File: src/pkg/anp_defines.svh
// Constants for the negotiation page and status register bank
// ==========================================================================
// What this block does
// - Partner speed and duplex abilities read-only
// - Partner selector field, resets to one
// - Parallel detection fault latched high
// - Partner next page ability shown
// - Local next page ability reads one
// - New page received latched high
// - Partner negotiation ability shown
// - Software writes more-pages bit per page
// - Message page bit writable, resets one
// - Comply-with-message bit writable, resets zero
// - Transmit toggle mirrors previous code word
// - Eleven-bit message field writable, resets one
// - Partner next page fields captured read-only
// - Partner acknowledge bit shown read-only
// - Partner able-to-act bit shown read-only
// - Partner toggle shown read-only
// - Symbol error frame counter clears on read
// - Jabber interrupt enable, resets off
// - Receive error interrupt enable, resets off
// - Jabber and receive error flags clear on read
`ifndef ANP_DEFINES_SVH
`define ANP_DEFINES_SVH
// ==========================================================================
// Register addresses
`define ANP_REG_ABILITY 5'h05
`define ANP_REG_EXPANSION 5'h06
`define ANP_REG_LOCAL_NP 5'h07
`define ANP_REG_PARTNER_NP 5'h08
`define ANP_REG_ERR_COUNT 5'h15
`define ANP_REG_INT 5'h1B
// ==========================================================================
// Field positions
`define ANP_ABL_MSB 9
`define ANP_ABL_LSB 5
`define ANP_SEL_MSB 4
`define ANP_EXP_PD_FAULT 4
`define ANP_EXP_LP_NP 3
`define ANP_EXP_NP_ABLE 2
`define ANP_EXP_PAGE_RCVD 1
`define ANP_EXP_LP_AN 0
`define ANP_NP_MORE 15
`define ANP_NP_MSG_PAGE 13
`define ANP_NP_ACK2 12
`define ANP_NP_TOGGLE 11
`define ANP_NP_MSG_MSB 10
`define ANP_INT_EN_JAB 15
`define ANP_INT_EN_RXE 14
`define ANP_INT_JAB 7
`define ANP_INT_RXE 6
// ==========================================================================
// Reset values and counter limits
`define ANP_SEL_RST 5'h01
`define ANP_MSG_PAGE_RST 1'h1
`define ANP_MSG_RST 11'h001
`define ANP_CNT_RST 16'h0000
`define ANP_CNT_MAX 16'hFFFF
`define ANP_CNT_ONE 16'h0001
`define ANP_WORD_ZERO 16'h0000
// ==========================================================================
// Serial management frame
`define ANP_PRE_LEN 6'h20
`define ANP_HDR_LAST 5'h0B
`define ANP_TA_LAST 5'h01
`define ANP_DATA_LAST 5'h0F
`define ANP_OP_RD 2'h2
`define ANP_OP_WR 2'h1
`define ANP_PIN_W 7
`endif

File: src/pkg/anp_pkg.sv
// Types shared by the negotiation register bank
package anp_pkg;
  // Frame receiver states, Gray along the frame path
  typedef enum logic [2:0] {
    ANP_PRE = 3'h0,
    ANP_START = 3'h1,
    ANP_HDR = 3'h3,
    ANP_TA = 3'h2,
    ANP_DATA = 3'h6
  } anp_mdio_state_e;
  // One management register word
  typedef logic [15:0] anp_word_t;
endpackage

File: src/pkg/anp_mgmt_if.sv
// Register access carrier between frame receiver and register bank
interface anp_mgmt_if;
  logic rd_req;             // One-cycle read strobe
  logic wr_req;             // One-cycle write strobe
  logic [4:0] addr;         // Register address
  anp_pkg::anp_word_t wdata; // Write data
  anp_pkg::anp_word_t rdata; // Read data, valid cycle after rd_req
  modport slave (output rd_req, output wr_req, output addr, output wdata, input rdata);
  modport bank (input rd_req, input wr_req, input addr, input wdata, output rdata);
endinterface

File: src/rtl/anp_pin_sync.sv
// Two-stage synchroniser for the management pins
`include "anp_defines.svh"
module anp_pin_sync (
  // Clock and reset
  input wire logic clk,
  input wire logic rst_b,
  // Pins in, synchronised out
  input wire logic [`ANP_PIN_W-1:0] pin_in,
  output logic [`ANP_PIN_W-1:0] pin_sync
);
  // First stage, read only by the second
  logic [`ANP_PIN_W-1:0] meta;

  // ==========================================================================
  // Two flops per pin
  always_ff @(posedge clk)
  begin
    if (!rst_b)
    begin
      meta <= '0;
      pin_sync <= '0;
    end
    else
    begin
      meta <= pin_in;
      pin_sync <= meta;
    end
  end
endmodule

File: src/rtl/anp_mdio_slave.sv
// Serial management frame receiver and read data shifter
`include "anp_defines.svh"
module anp_mdio_slave (
  // Clock and reset
  input wire logic clk,
  input wire logic rst_b,
  // Synchronised pins
  input wire logic mdc_s,
  input wire logic mdio_s,
  input wire logic [4:0] phy_addr_s,
  // Data pin drive
  output logic mdio_out,
  output logic mdio_oe,
  // Register access
  anp_mgmt_if.slave mif
);
  anp_pkg::anp_mdio_state_e state; // Frame position
  logic mdc_d;                     // Delayed clock for edge find
  logic rise;                      // Management clock rising edge
  logic [5:0] pre_cnt;             // Preamble ones seen
  logic [4:0] bit_cnt;             // Bit within field
  logic [11:0] hdr;                // Op, address, register
  logic [11:0] next_hdr;           // Header including this bit
  logic hdr_end;                   // Last header bit now
  logic addr_ok;                   // Frame is for us
  logic is_rd;                     // Current frame reads
  logic [15:0] rx_sh;              // Write data being shifted in
  logic [15:0] tx_sh;              // Read data being shifted out

  assign rise = mdc_s & ~mdc_d;
  assign next_hdr = {hdr[10:0], mdio_s};
  assign hdr_end = rise && (state == anp_pkg::ANP_HDR) && (bit_cnt == `ANP_HDR_LAST);
  assign addr_ok = (next_hdr[9:5] == phy_addr_s);

  // ==========================================================================
  // Edge finder
  always_ff @(posedge clk)
  begin
    if (!rst_b)
      mdc_d <= 1'h0;
    else
      mdc_d <= mdc_s;
  end

  // ==========================================================================
  // Frame state; a sampled clock at 25 MHz limits the management clock rate
  always_ff @(posedge clk)
  begin
    if (!rst_b)
    begin
      state <= anp_pkg::ANP_PRE;
      pre_cnt <= '0;
      bit_cnt <= '0;
      hdr <= '0;
      is_rd <= 1'h0;
      rx_sh <= '0;
    end
    else if (rise)
    begin
      unique case (state)
        anp_pkg::ANP_PRE:
        begin
          // Count ones, a zero after enough of them starts a frame
          if (mdio_s)
            pre_cnt <= (pre_cnt == `ANP_PRE_LEN) ? pre_cnt : pre_cnt + 6'h01;
          else
          begin
            if (pre_cnt == `ANP_PRE_LEN)
              state <= anp_pkg::ANP_START;
            pre_cnt <= '0;
          end
        end
        anp_pkg::ANP_START:
        begin
          state <= mdio_s ? anp_pkg::ANP_HDR : anp_pkg::ANP_PRE;
          bit_cnt <= '0;
        end
        anp_pkg::ANP_HDR:
        begin
          hdr <= next_hdr;
          bit_cnt <= bit_cnt + 5'h01;
          if (bit_cnt == `ANP_HDR_LAST)
          begin
            bit_cnt <= '0;
            is_rd <= (next_hdr[11:10] == `ANP_OP_RD);
            // Foreign address or bad opcode: let the frame pass by
            if (addr_ok && (next_hdr[11:10] == `ANP_OP_RD || next_hdr[11:10] == `ANP_OP_WR))
              state <= anp_pkg::ANP_TA;
            else
              state <= anp_pkg::ANP_PRE;
          end
        end
        anp_pkg::ANP_TA:
        begin
          bit_cnt <= bit_cnt + 5'h01;
          if (bit_cnt == `ANP_TA_LAST)
          begin
            bit_cnt <= '0;
            state <= anp_pkg::ANP_DATA;
          end
        end
        anp_pkg::ANP_DATA:
        begin
          rx_sh <= {rx_sh[14:0], mdio_s};
          bit_cnt <= bit_cnt + 5'h01;
          if (bit_cnt == `ANP_DATA_LAST)
            state <= anp_pkg::ANP_PRE;
        end
        default:
          state <= anp_pkg::ANP_PRE;
      endcase
    end
  end

  // ==========================================================================
  // Access strobes towards the register bank
  always_ff @(posedge clk)
  begin
    if (!rst_b)
    begin
      mif.rd_req <= 1'h0;
      mif.wr_req <= 1'h0;
      mif.addr <= '0;
      mif.wdata <= '0;
    end
    else
    begin
      mif.rd_req <= hdr_end && addr_ok && (next_hdr[11:10] == `ANP_OP_RD);
      mif.wr_req <= rise && (state == anp_pkg::ANP_DATA) && (bit_cnt == `ANP_DATA_LAST) && !is_rd;
      if (hdr_end)
        mif.addr <= next_hdr[4:0];
      if (rise && (state == anp_pkg::ANP_DATA) && (bit_cnt == `ANP_DATA_LAST))
        mif.wdata <= {rx_sh[14:0], mdio_s};
    end
  end

  // ==========================================================================
  // Read drive: zero in second turnaround bit, then data MSB first
  always_ff @(posedge clk)
  begin
    if (!rst_b)
    begin
      mdio_oe <= 1'h0;
      mdio_out <= 1'h0;
      tx_sh <= '0;
    end
    else if (rise && is_rd)
    begin
      if (state == anp_pkg::ANP_TA && bit_cnt == 5'h00)
      begin
        mdio_oe <= 1'h1;
        mdio_out <= 1'h0;
      end
      else if (state == anp_pkg::ANP_TA)
      begin
        mdio_out <= mif.rdata[15];
        tx_sh <= {mif.rdata[14:0], 1'h0};
      end
      else if (state == anp_pkg::ANP_DATA && bit_cnt == `ANP_DATA_LAST)
        mdio_oe <= 1'h0;
      else if (state == anp_pkg::ANP_DATA)
      begin
        mdio_out <= tx_sh[15];
        tx_sh <= {tx_sh[14:0], 1'h0};
      end
    end
  end
endmodule

File: src/rtl/anp_regs.sv
// Negotiation page, expansion, error count and interrupt register bank
`include "anp_defines.svh"
module anp_regs (
  // Clock and reset
  input wire logic CORE_CLK,
  input wire logic RST_B,
  // Serial management pins
  input wire logic MDC,
  input wire logic MDIO_IN,
  output logic MDIO_OUT,
  output logic MDIO_OE,
  input wire logic [4:0] PHY_ADDR,
  // Negotiation engine, partner base page
  input wire logic [4:0] LP_ABILITY,
  input wire logic [4:0] LP_SELECTOR,
  input wire logic LP_NP_ABLE,
  input wire logic LP_AN_ABLE,
  input wire logic PD_FAULT,
  // Negotiation engine, next page exchange
  input wire logic PAGE_RCVD,
  input wire logic [15:0] RX_NP_WORD,
  input wire logic TX_TOGGLE,
  // Receiver events
  input wire logic RECEIVE_SYMBOL_ERROR,
  input wire logic JABBER,
  input wire logic RX_ERR_EVENT,
  // Local next page towards the engine
  output logic NP_MORE,
  output logic NP_MSG_PAGE,
  output logic NP_ACK2,
  output logic [10:0] NP_MESSAGE,
  // Interrupt
  output logic INTR
);
  logic [`ANP_PIN_W-1:0] pins_s;   // Synchronised pins
  logic [4:0] lp_ability;          // T4, 100 FD, 100 HD, 10 FD, 10 HD
  logic [4:0] lp_selector;         // Partner selector
  logic lp_np_able;                // Partner next page capable
  logic lp_an_able;                // Partner negotiation capable
  logic pd_fault_flag;             // Latched parallel detect fault
  logic page_rcvd_flag;            // Latched page received
  logic np_toggle;                 // Toggle of previous sent word
  anp_pkg::anp_word_t partner_np;  // Captured partner next page
  anp_pkg::anp_word_t err_count;   // Symbol error frames
  logic int_en_jab;                // Jabber interrupt enable
  logic int_en_rxe;                // Receive error interrupt enable
  logic jab_flag;                  // Jabber occurred
  logic rxe_flag;                  // Receive error occurred
  logic rd_exp;                    // Expansion read this cycle
  logic rd_cnt;                    // Counter read this cycle
  logic rd_int;                    // Interrupt register read
  logic wr_np;                     // Local next page write
  logic wr_int;                    // Interrupt register write
  logic next_pd_fault;
  logic next_page_rcvd;
  logic next_jab;
  logic next_rxe;
  logic next_en_jab;
  logic next_en_rxe;
  anp_pkg::anp_word_t next_err_count;

  anp_mgmt_if mif();

  // Address match for one access strobe
  function automatic logic reg_hit(input logic req, input logic [4:0] a, input logic [4:0] r);
    return req && (a == r);
  endfunction

  // Counter step that sticks at full scale rather than wrapping
  function automatic anp_pkg::anp_word_t sat_inc(input anp_pkg::anp_word_t v);
    return (v == `ANP_CNT_MAX) ? v : v + `ANP_CNT_ONE;
  endfunction

  // ==========================================================================
  // Pin synchroniser and frame receiver
  anp_pin_sync u_sync (
    .clk(CORE_CLK),
    .rst_b(RST_B),
    .pin_in({MDC, MDIO_IN, PHY_ADDR}),
    .pin_sync(pins_s)
  );

  anp_mdio_slave u_mdio (
    .clk(CORE_CLK),
    .rst_b(RST_B),
    .mdc_s(pins_s[6]),
    .mdio_s(pins_s[5]),
    .phy_addr_s(pins_s[4:0]),
    .mdio_out(MDIO_OUT),
    .mdio_oe(MDIO_OE),
    .mif(mif)
  );

  // Access decode
  assign rd_exp = reg_hit(mif.rd_req, mif.addr, `ANP_REG_EXPANSION);
  assign rd_cnt = reg_hit(mif.rd_req, mif.addr, `ANP_REG_ERR_COUNT);
  assign rd_int = reg_hit(mif.rd_req, mif.addr, `ANP_REG_INT);
  assign wr_np = reg_hit(mif.wr_req, mif.addr, `ANP_REG_LOCAL_NP);
  assign wr_int = reg_hit(mif.wr_req, mif.addr, `ANP_REG_INT);

  // ==========================================================================
  // Partner base page, followed every cycle from the engine
  always_ff @(posedge CORE_CLK)
  begin
    if (!RST_B)
    begin
      lp_ability <= '0;
      lp_selector <= `ANP_SEL_RST;
      lp_np_able <= 1'h0;
      lp_an_able <= 1'h0;
    end
    else
    begin
      lp_ability <= LP_ABILITY;
      lp_selector <= LP_SELECTOR;
      lp_np_able <= LP_NP_ABLE;
      lp_an_able <= LP_AN_ABLE;
    end
  end

  // ==========================================================================
  // Next values of flags; an event in the reading cycle survives the read
  always_comb
  begin
    next_pd_fault = PD_FAULT | (pd_fault_flag & ~rd_exp);
    next_page_rcvd = PAGE_RCVD | (page_rcvd_flag & ~rd_exp);
    next_jab = JABBER | (jab_flag & ~rd_int);
    next_rxe = RX_ERR_EVENT | (rxe_flag & ~rd_int);
    next_en_jab = wr_int ? mif.wdata[`ANP_INT_EN_JAB] : int_en_jab;
    next_en_rxe = wr_int ? mif.wdata[`ANP_INT_EN_RXE] : int_en_rxe;
    // Counter: a read clears it, a frame in the same cycle counts as one
    if (RECEIVE_SYMBOL_ERROR)
      next_err_count = rd_cnt ? `ANP_CNT_ONE : sat_inc(err_count);
    else
      next_err_count = rd_cnt ? `ANP_CNT_RST : err_count;
  end

  // ==========================================================================
  // Latched expansion flags
  always_ff @(posedge CORE_CLK)
  begin
    if (!RST_B)
    begin
      pd_fault_flag <= 1'h0;
      page_rcvd_flag <= 1'h0;
    end
    else
    begin
      pd_fault_flag <= next_pd_fault;
      page_rcvd_flag <= next_page_rcvd;
    end
  end

  // ==========================================================================
  // Local next page, written by software, toggle from the engine
  always_ff @(posedge CORE_CLK)
  begin
    if (!RST_B)
    begin
      NP_MORE <= 1'h0;
      NP_MSG_PAGE <= `ANP_MSG_PAGE_RST;
      NP_ACK2 <= 1'h0;
      NP_MESSAGE <= `ANP_MSG_RST;
      np_toggle <= 1'h0;
    end
    else
    begin
      np_toggle <= TX_TOGGLE;
      if (wr_np)
      begin
        NP_MORE <= mif.wdata[`ANP_NP_MORE];
        NP_MSG_PAGE <= mif.wdata[`ANP_NP_MSG_PAGE];
        NP_ACK2 <= mif.wdata[`ANP_NP_ACK2];
        NP_MESSAGE <= mif.wdata[`ANP_NP_MSG_MSB:0];
      end
    end
  end

  // ==========================================================================
  // Partner next page, captured whole when a page arrives
  always_ff @(posedge CORE_CLK)
  begin
    if (!RST_B)
      partner_np <= `ANP_WORD_ZERO;
    else if (PAGE_RCVD)
      partner_np <= RX_NP_WORD;
  end

  // ==========================================================================
  // Error counter and interrupt register
  always_ff @(posedge CORE_CLK)
  begin
    if (!RST_B)
    begin
      err_count <= `ANP_CNT_RST;
      int_en_jab <= 1'h0;
      int_en_rxe <= 1'h0;
      jab_flag <= 1'h0;
      rxe_flag <= 1'h0;
      INTR <= 1'h0;
    end
    else
    begin
      err_count <= next_err_count;
      int_en_jab <= next_en_jab;
      int_en_rxe <= next_en_rxe;
      jab_flag <= next_jab;
      rxe_flag <= next_rxe;
      // Built from next values so the pin tracks the flags without lag
      INTR <= (next_jab & next_en_jab) | (next_rxe & next_en_rxe);
    end
  end

  // ==========================================================================
  // Read data, captured on the read strobe before any clear lands
  always_ff @(posedge CORE_CLK)
  begin
    if (!RST_B)
      mif.rdata <= `ANP_WORD_ZERO;
    else if (mif.rd_req)
    begin
      mif.rdata <= `ANP_WORD_ZERO;
      case (mif.addr)
        `ANP_REG_ABILITY:
        begin
          mif.rdata[`ANP_ABL_MSB:`ANP_ABL_LSB] <= lp_ability;
          mif.rdata[`ANP_SEL_MSB:0] <= lp_selector;
        end
        `ANP_REG_EXPANSION:
        begin
          mif.rdata[`ANP_EXP_PD_FAULT] <= pd_fault_flag;
          mif.rdata[`ANP_EXP_LP_NP] <= lp_np_able;
          mif.rdata[`ANP_EXP_NP_ABLE] <= 1'h1;
          mif.rdata[`ANP_EXP_PAGE_RCVD] <= page_rcvd_flag;
          mif.rdata[`ANP_EXP_LP_AN] <= lp_an_able;
        end
        `ANP_REG_LOCAL_NP:
        begin
          mif.rdata[`ANP_NP_MORE] <= NP_MORE;
          mif.rdata[`ANP_NP_MSG_PAGE] <= NP_MSG_PAGE;
          mif.rdata[`ANP_NP_ACK2] <= NP_ACK2;
          mif.rdata[`ANP_NP_TOGGLE] <= np_toggle;
          mif.rdata[`ANP_NP_MSG_MSB:0] <= NP_MESSAGE;
        end
        `ANP_REG_PARTNER_NP:
          mif.rdata <= partner_np;
        `ANP_REG_ERR_COUNT:
          mif.rdata <= err_count;
        `ANP_REG_INT:
        begin
          mif.rdata[`ANP_INT_EN_JAB] <= int_en_jab;
          mif.rdata[`ANP_INT_EN_RXE] <= int_en_rxe;
          mif.rdata[`ANP_INT_JAB] <= jab_flag;
          mif.rdata[`ANP_INT_RXE] <= rxe_flag;
        end
        // Unmapped addresses read as zero
        default:
          mif.rdata <= `ANP_WORD_ZERO;
      endcase
    end
  end
endmodule

File: config.mk
export PLATFORM = sky130hd
export DESIGN_NAME = anp_regs
export DESIGN_NICKNAME = d
export VERILOG_FILES = /design/src/pkg/anp_pkg.sv /design/src/pkg/anp_mgmt_if.sv /design/src/rtl/anp_pin_sync.sv /design/src/rtl/anp_mdio_slave.sv /design/src/rtl/anp_regs.sv
export VERILOG_INCLUDE_DIRS = /design/src /design/src/pkg
export SDC_FILE = /design/constraint.sdc
export NUM_CORES = 1
export LEC_CHECK = 0
export ABC_AREA = 1
export CORE_MARGIN = 5
export CORE_UTILIZATION = 25
export DETAILED_ROUTE_END_ITERATION = 8
export DONT_BUFFER_PORTS = 1
export PLACE_DENSITY = 0.41
export SLEW_MARGIN = 20
export SYNTH_ARGS = -nofsm -noshare
export SYNTH_HDL_FRONTEND = slang
export SYNTH_SLANG_ARGS = --single-unit
File: constraint.sdc
create_clock -name CORE_CLK -period 1.7 [get_ports CORE_CLK]
set_clock_uncertainty 0.05 [all_clocks]
set_input_delay 0.34 -clock CORE_CLK [delete_from_list [all_inputs] [get_ports CORE_CLK]]
set_output_delay 0.34 -clock CORE_CLK [all_outputs]
set_load 0.05 [all_outputs]
==> reports/results.tsv <==
stage	metric	value	unit
status	status	finished, final reports clean	
die	core area	0.0297	mm^2
placement	Placed Cells	1478	
clock_tree	clk_lat worst skew	0.44	ns
die	initial core utilization	0.254	
die	Die X	184	um
drt	Via density	4.36	
setup_path	Critical Path RT	1.98	ns
logic_synthesis	synth top area cells	dfxtp_1 (47%), nand2_1 (14%), a21oi_1 (6.9%)	
logic_synthesis	Ys Warns	0	
logic_synthesis	post-synthesis compound-gate area fraction	0.160	
power	Leak	3.92	nW
clock_tree	TritonCTS clock tree	done	
cells_and_area	share of cells above drive strength 1	0.160	
placement	IO Port Bufs	0	
drt	DRT Pass-1 Iters	5	
logic_synthesis	Post-Syn Area	0.00753	mm^2
logic_synthesis	adder-cell share of the synthesized area	0.0133	
cells_and_area	area delta synth->final	29.5	%
min_path	hold crit path type	input pin to register	
placement	worst slack, placed	-0.0855	ns
power	pwr/cell area	877	mW/mm^2
global_routing	gr ovfl total	0	
setup_path	Worst path max stage delay	0.34	ns
timing	max-slew violations	0	
cells_and_area	Final #Nets	1211	
clock_tree	clock slew at reported path FFs	0.08	ns
timing	worst relative slew slack	0.597	
cells_and_area	Diodes inserted	0	
cells_and_area	Final Non-Filler Cells	1563	
drt	DR DRC count	0	
die	I/O pins	60	
setup_path	crit-path max FO	7	
timing	Hold Fails Final Rpt	0	
logic_synthesis	sequential share of the synthesized area	0.470	
global_routing	largest net degree at the start of global routing	48	
power	Max IR drop VDD	612	uV
logic_synthesis	simple-gate share of the synthesized area	0.259	
clock_tree	CTS max path bufs	2	
setup_path	Worst setup EP type	register	
timing	Setup WS post-layout	0.0668	ns
clock_tree	CTS Buf Count	17	
clock_tree	Sink Count	177	
clock_tree	H-Tree Depth	4	
drt	drt initial violations	457	
die	die height	184	um
logic_synthesis	area leader, netlist	dfxtp_1	
logic_synthesis	Yosys top cell area share	0.470	
setup_path	Worst path slowest cell	dfxtp_2	
setup_path	CP Cell Sequence	ha_4 -> nand2_2 -> nor2_2 -> ha_2 -> nand2_2 -> nand2_2 -> inv_4 -> nand2_8 -> buf_4 -> o21ai_0 -> nor2_1	
global_routing	GRT Total Usage	0.141	
run	max cap viols	0	
setup_path	CP Class	register to register	
logic_synthesis	multiplexer area fraction after synthesis	0	
setup_path	most used cell along the critical path	nand2_2	
drt	routed len/inst	15.0	um
drt	WL final	23400	um
setup_path	Startpoint Class	register	
global_routing	first-pass GRT wire length	37000	um
setup_path	WP data arrival	1.91	ns
drt	via count	6820	
logic_synthesis	XOR/XNOR Fraction of Synth Area	0.00697	
timing	Period minus WS final	1.63	ns
setup_path	CP Buf/Inv Count	2	
placement	DP Wirelength	15600	um
logic_synthesis	syn_nets	1103	
timing	Final setup viols	0	
drt	Routed Antenna Nets	0	
timing	Max Fclk	612	MHz
global_routing	vias in the first global route	6696	
logic_synthesis	main combinational cell family by area after synthesis	simple AND/OR/NAND/NOR gates	
timing	final period utilization	0.961	
logic_synthesis	post-synthesis cell count	1052	
timing	Least-Margin Pin Slew	0.603	ns
logic_synthesis	mean post-synth cell area	7.16	um^2
die	die area	0.0337	mm^2
placement	GPL Wtd Cong	0.799	
logic_synthesis	synthesized flop and latch total	177	
clock_tree	clk root buf	clkbuf_16	
cells_and_area	Fill cells	3182	
setup_path	CP delay by family, top	simple AND/OR/NAND/NOR gates	
logic_synthesis	Yosys cell types	41	
global_routing	initial antenna violation count	1	
die	Rows	63	
-- logic make-up after synthesis --
logic type      count (synthesis)
buf+inv                       173
simple gates                  460
compound gates                228
xor+xnor                        6
flops                         177
fa+ha+maj                       8
-- worst reg2reg max path: stages (launching register included) --
cell     delay, ns
dfxtp_2       0.34
ha_4          0.16
nand2_2       0.07
nor2_2        0.04
ha_2          0.19
nand2_2       0.08
nand2_2       0.07
inv_4         0.08
nand2_8       0.08
buf_4         0.15
o21ai_0       0.17
nor2_1        0.06
-- final timing paths --
| kind | cells past startpoint | start | slack (ns) | to |
|---|---|---|---|---|
| hold / removal | 2 | RST_B | 0.02 | partner_np[15] |
| setup / recovery | 11 | u_mdio.bit_cnt[1] | 0.07 | u_mdio.tx_sh[14] |
| setup reg to reg | 11 | u_mdio.bit_cnt[1] | 0.07 | u_mdio.tx_sh[14] |
| hold reg to reg | 2 | u_sync.meta[0] | 0.36 | u_sync.pin_sync[0] |
-- synth_stat cells (all sizes together) --
cell,number
nor3,12
o21ai,99
o211ai,6
nand3,39
a211oi,2
buf,12
clkinv,2
xnor2,2
nand3b,1
nor2,108
ha,8
o22ai,7
a21oi,104
inv,129
xor2,4
a21o,1
or2,1
o221ai,1
o31ai,1
and2,1
o21bai,2
dfxtp,177
a31oi,2
o2bb2ai,1
a41oi,2
nand4,17
nand2,281
clkbuf,30
-- routing by layer --
metal	share of wire	global-route usage
met3	0.041	0.0265
met4	0.018	0.0399
met2	0.48	0.239
met5	0.00030	0
met1	0.46	0.184
-- where the power goes --
group	internal, mW	switching [mW]
registers	4.21	0.0299
logic	0.167	0.216
clock network	1.98	1.95
-- what timing repair did --
item / in CTS / in global routing
gates cloned: 0 / 1
hold buffers: 48 / 0
pin swaps: 0 / 15
hold endpoints to repair: 63 / 0
setup buffers: 0 / 4
gates resized for setup: 4 / 54
setup endpoints to repair: 14 / 67
-- per-stage QoR --
stage	hold WS [ns]	cell area (um^2)	util	total power [mW]	setup TNS, ns
floorplan	0.340	7530	-	4.53	0
global placement	0.343	8460	0.285	4.59	-0.0491
detailed placement	0.345	8460	0.285	4.59	-0.397
CTS	0.000343	9540	0.321	8.71	0
global route	0.0156	9750	0.328	8.92	-0.00402
finish	0.0166	9750	0.328	8.56	0
-- sequential cells by signal (all words and copies together), names as in the netlist, 3 cells and up --
register,cells
mif.rdata,16
lp_ability,5
lp_selector,5
u_mdio.mif.addr,5
u_mdio.state,3
u_mdio.bit_cnt,5
NP_MESSAGE,11
u_mdio.tx_sh,15
u_mdio.pre_cnt,6
u_mdio.rx_sh,15
err_count,16
u_mdio.hdr,11
u_sync.pin_sync,7
u_sync.meta,7
u_mdio.mif.wdata,15
partner_np,16
-- area by class of cell --
class	instances	area, um^2	area share
sequential	177	3550	0.364
multi-input combinational	702	3430	0.352
timing repair buffer	131	1190	0.122
inverter	131	505	0.0518
tap	390	488	0.0500
clock buffer	17	425	0.0436
clock inverter	15	158	0.0162
-- cells in the final DEF (no fill, tap or decap), types with 4 or more instances in the layout --
cell type	instances
clkbuf_16	18
o21ai_1	10
nor2_1	86
dfxtp_2	7
buf_12	5
inv_1	115
a21oi_1	103
nand3_1	35
inv_2	10
nor3_1	12
dlygate4sd3_1	47
xor2_1	4
o22ai_1	7
inv_6	7
nand2_1	262
nand3_2	4
nor2_2	13
buf_4	76
dfxtp_1	170
ha_1	6
o211ai_1	6
inv_8	5
o21ai_0	88
nand4_1	17
nand2_2	13
nand2_4	4
nor2_4	9
(Power assumes the default switching activity.)
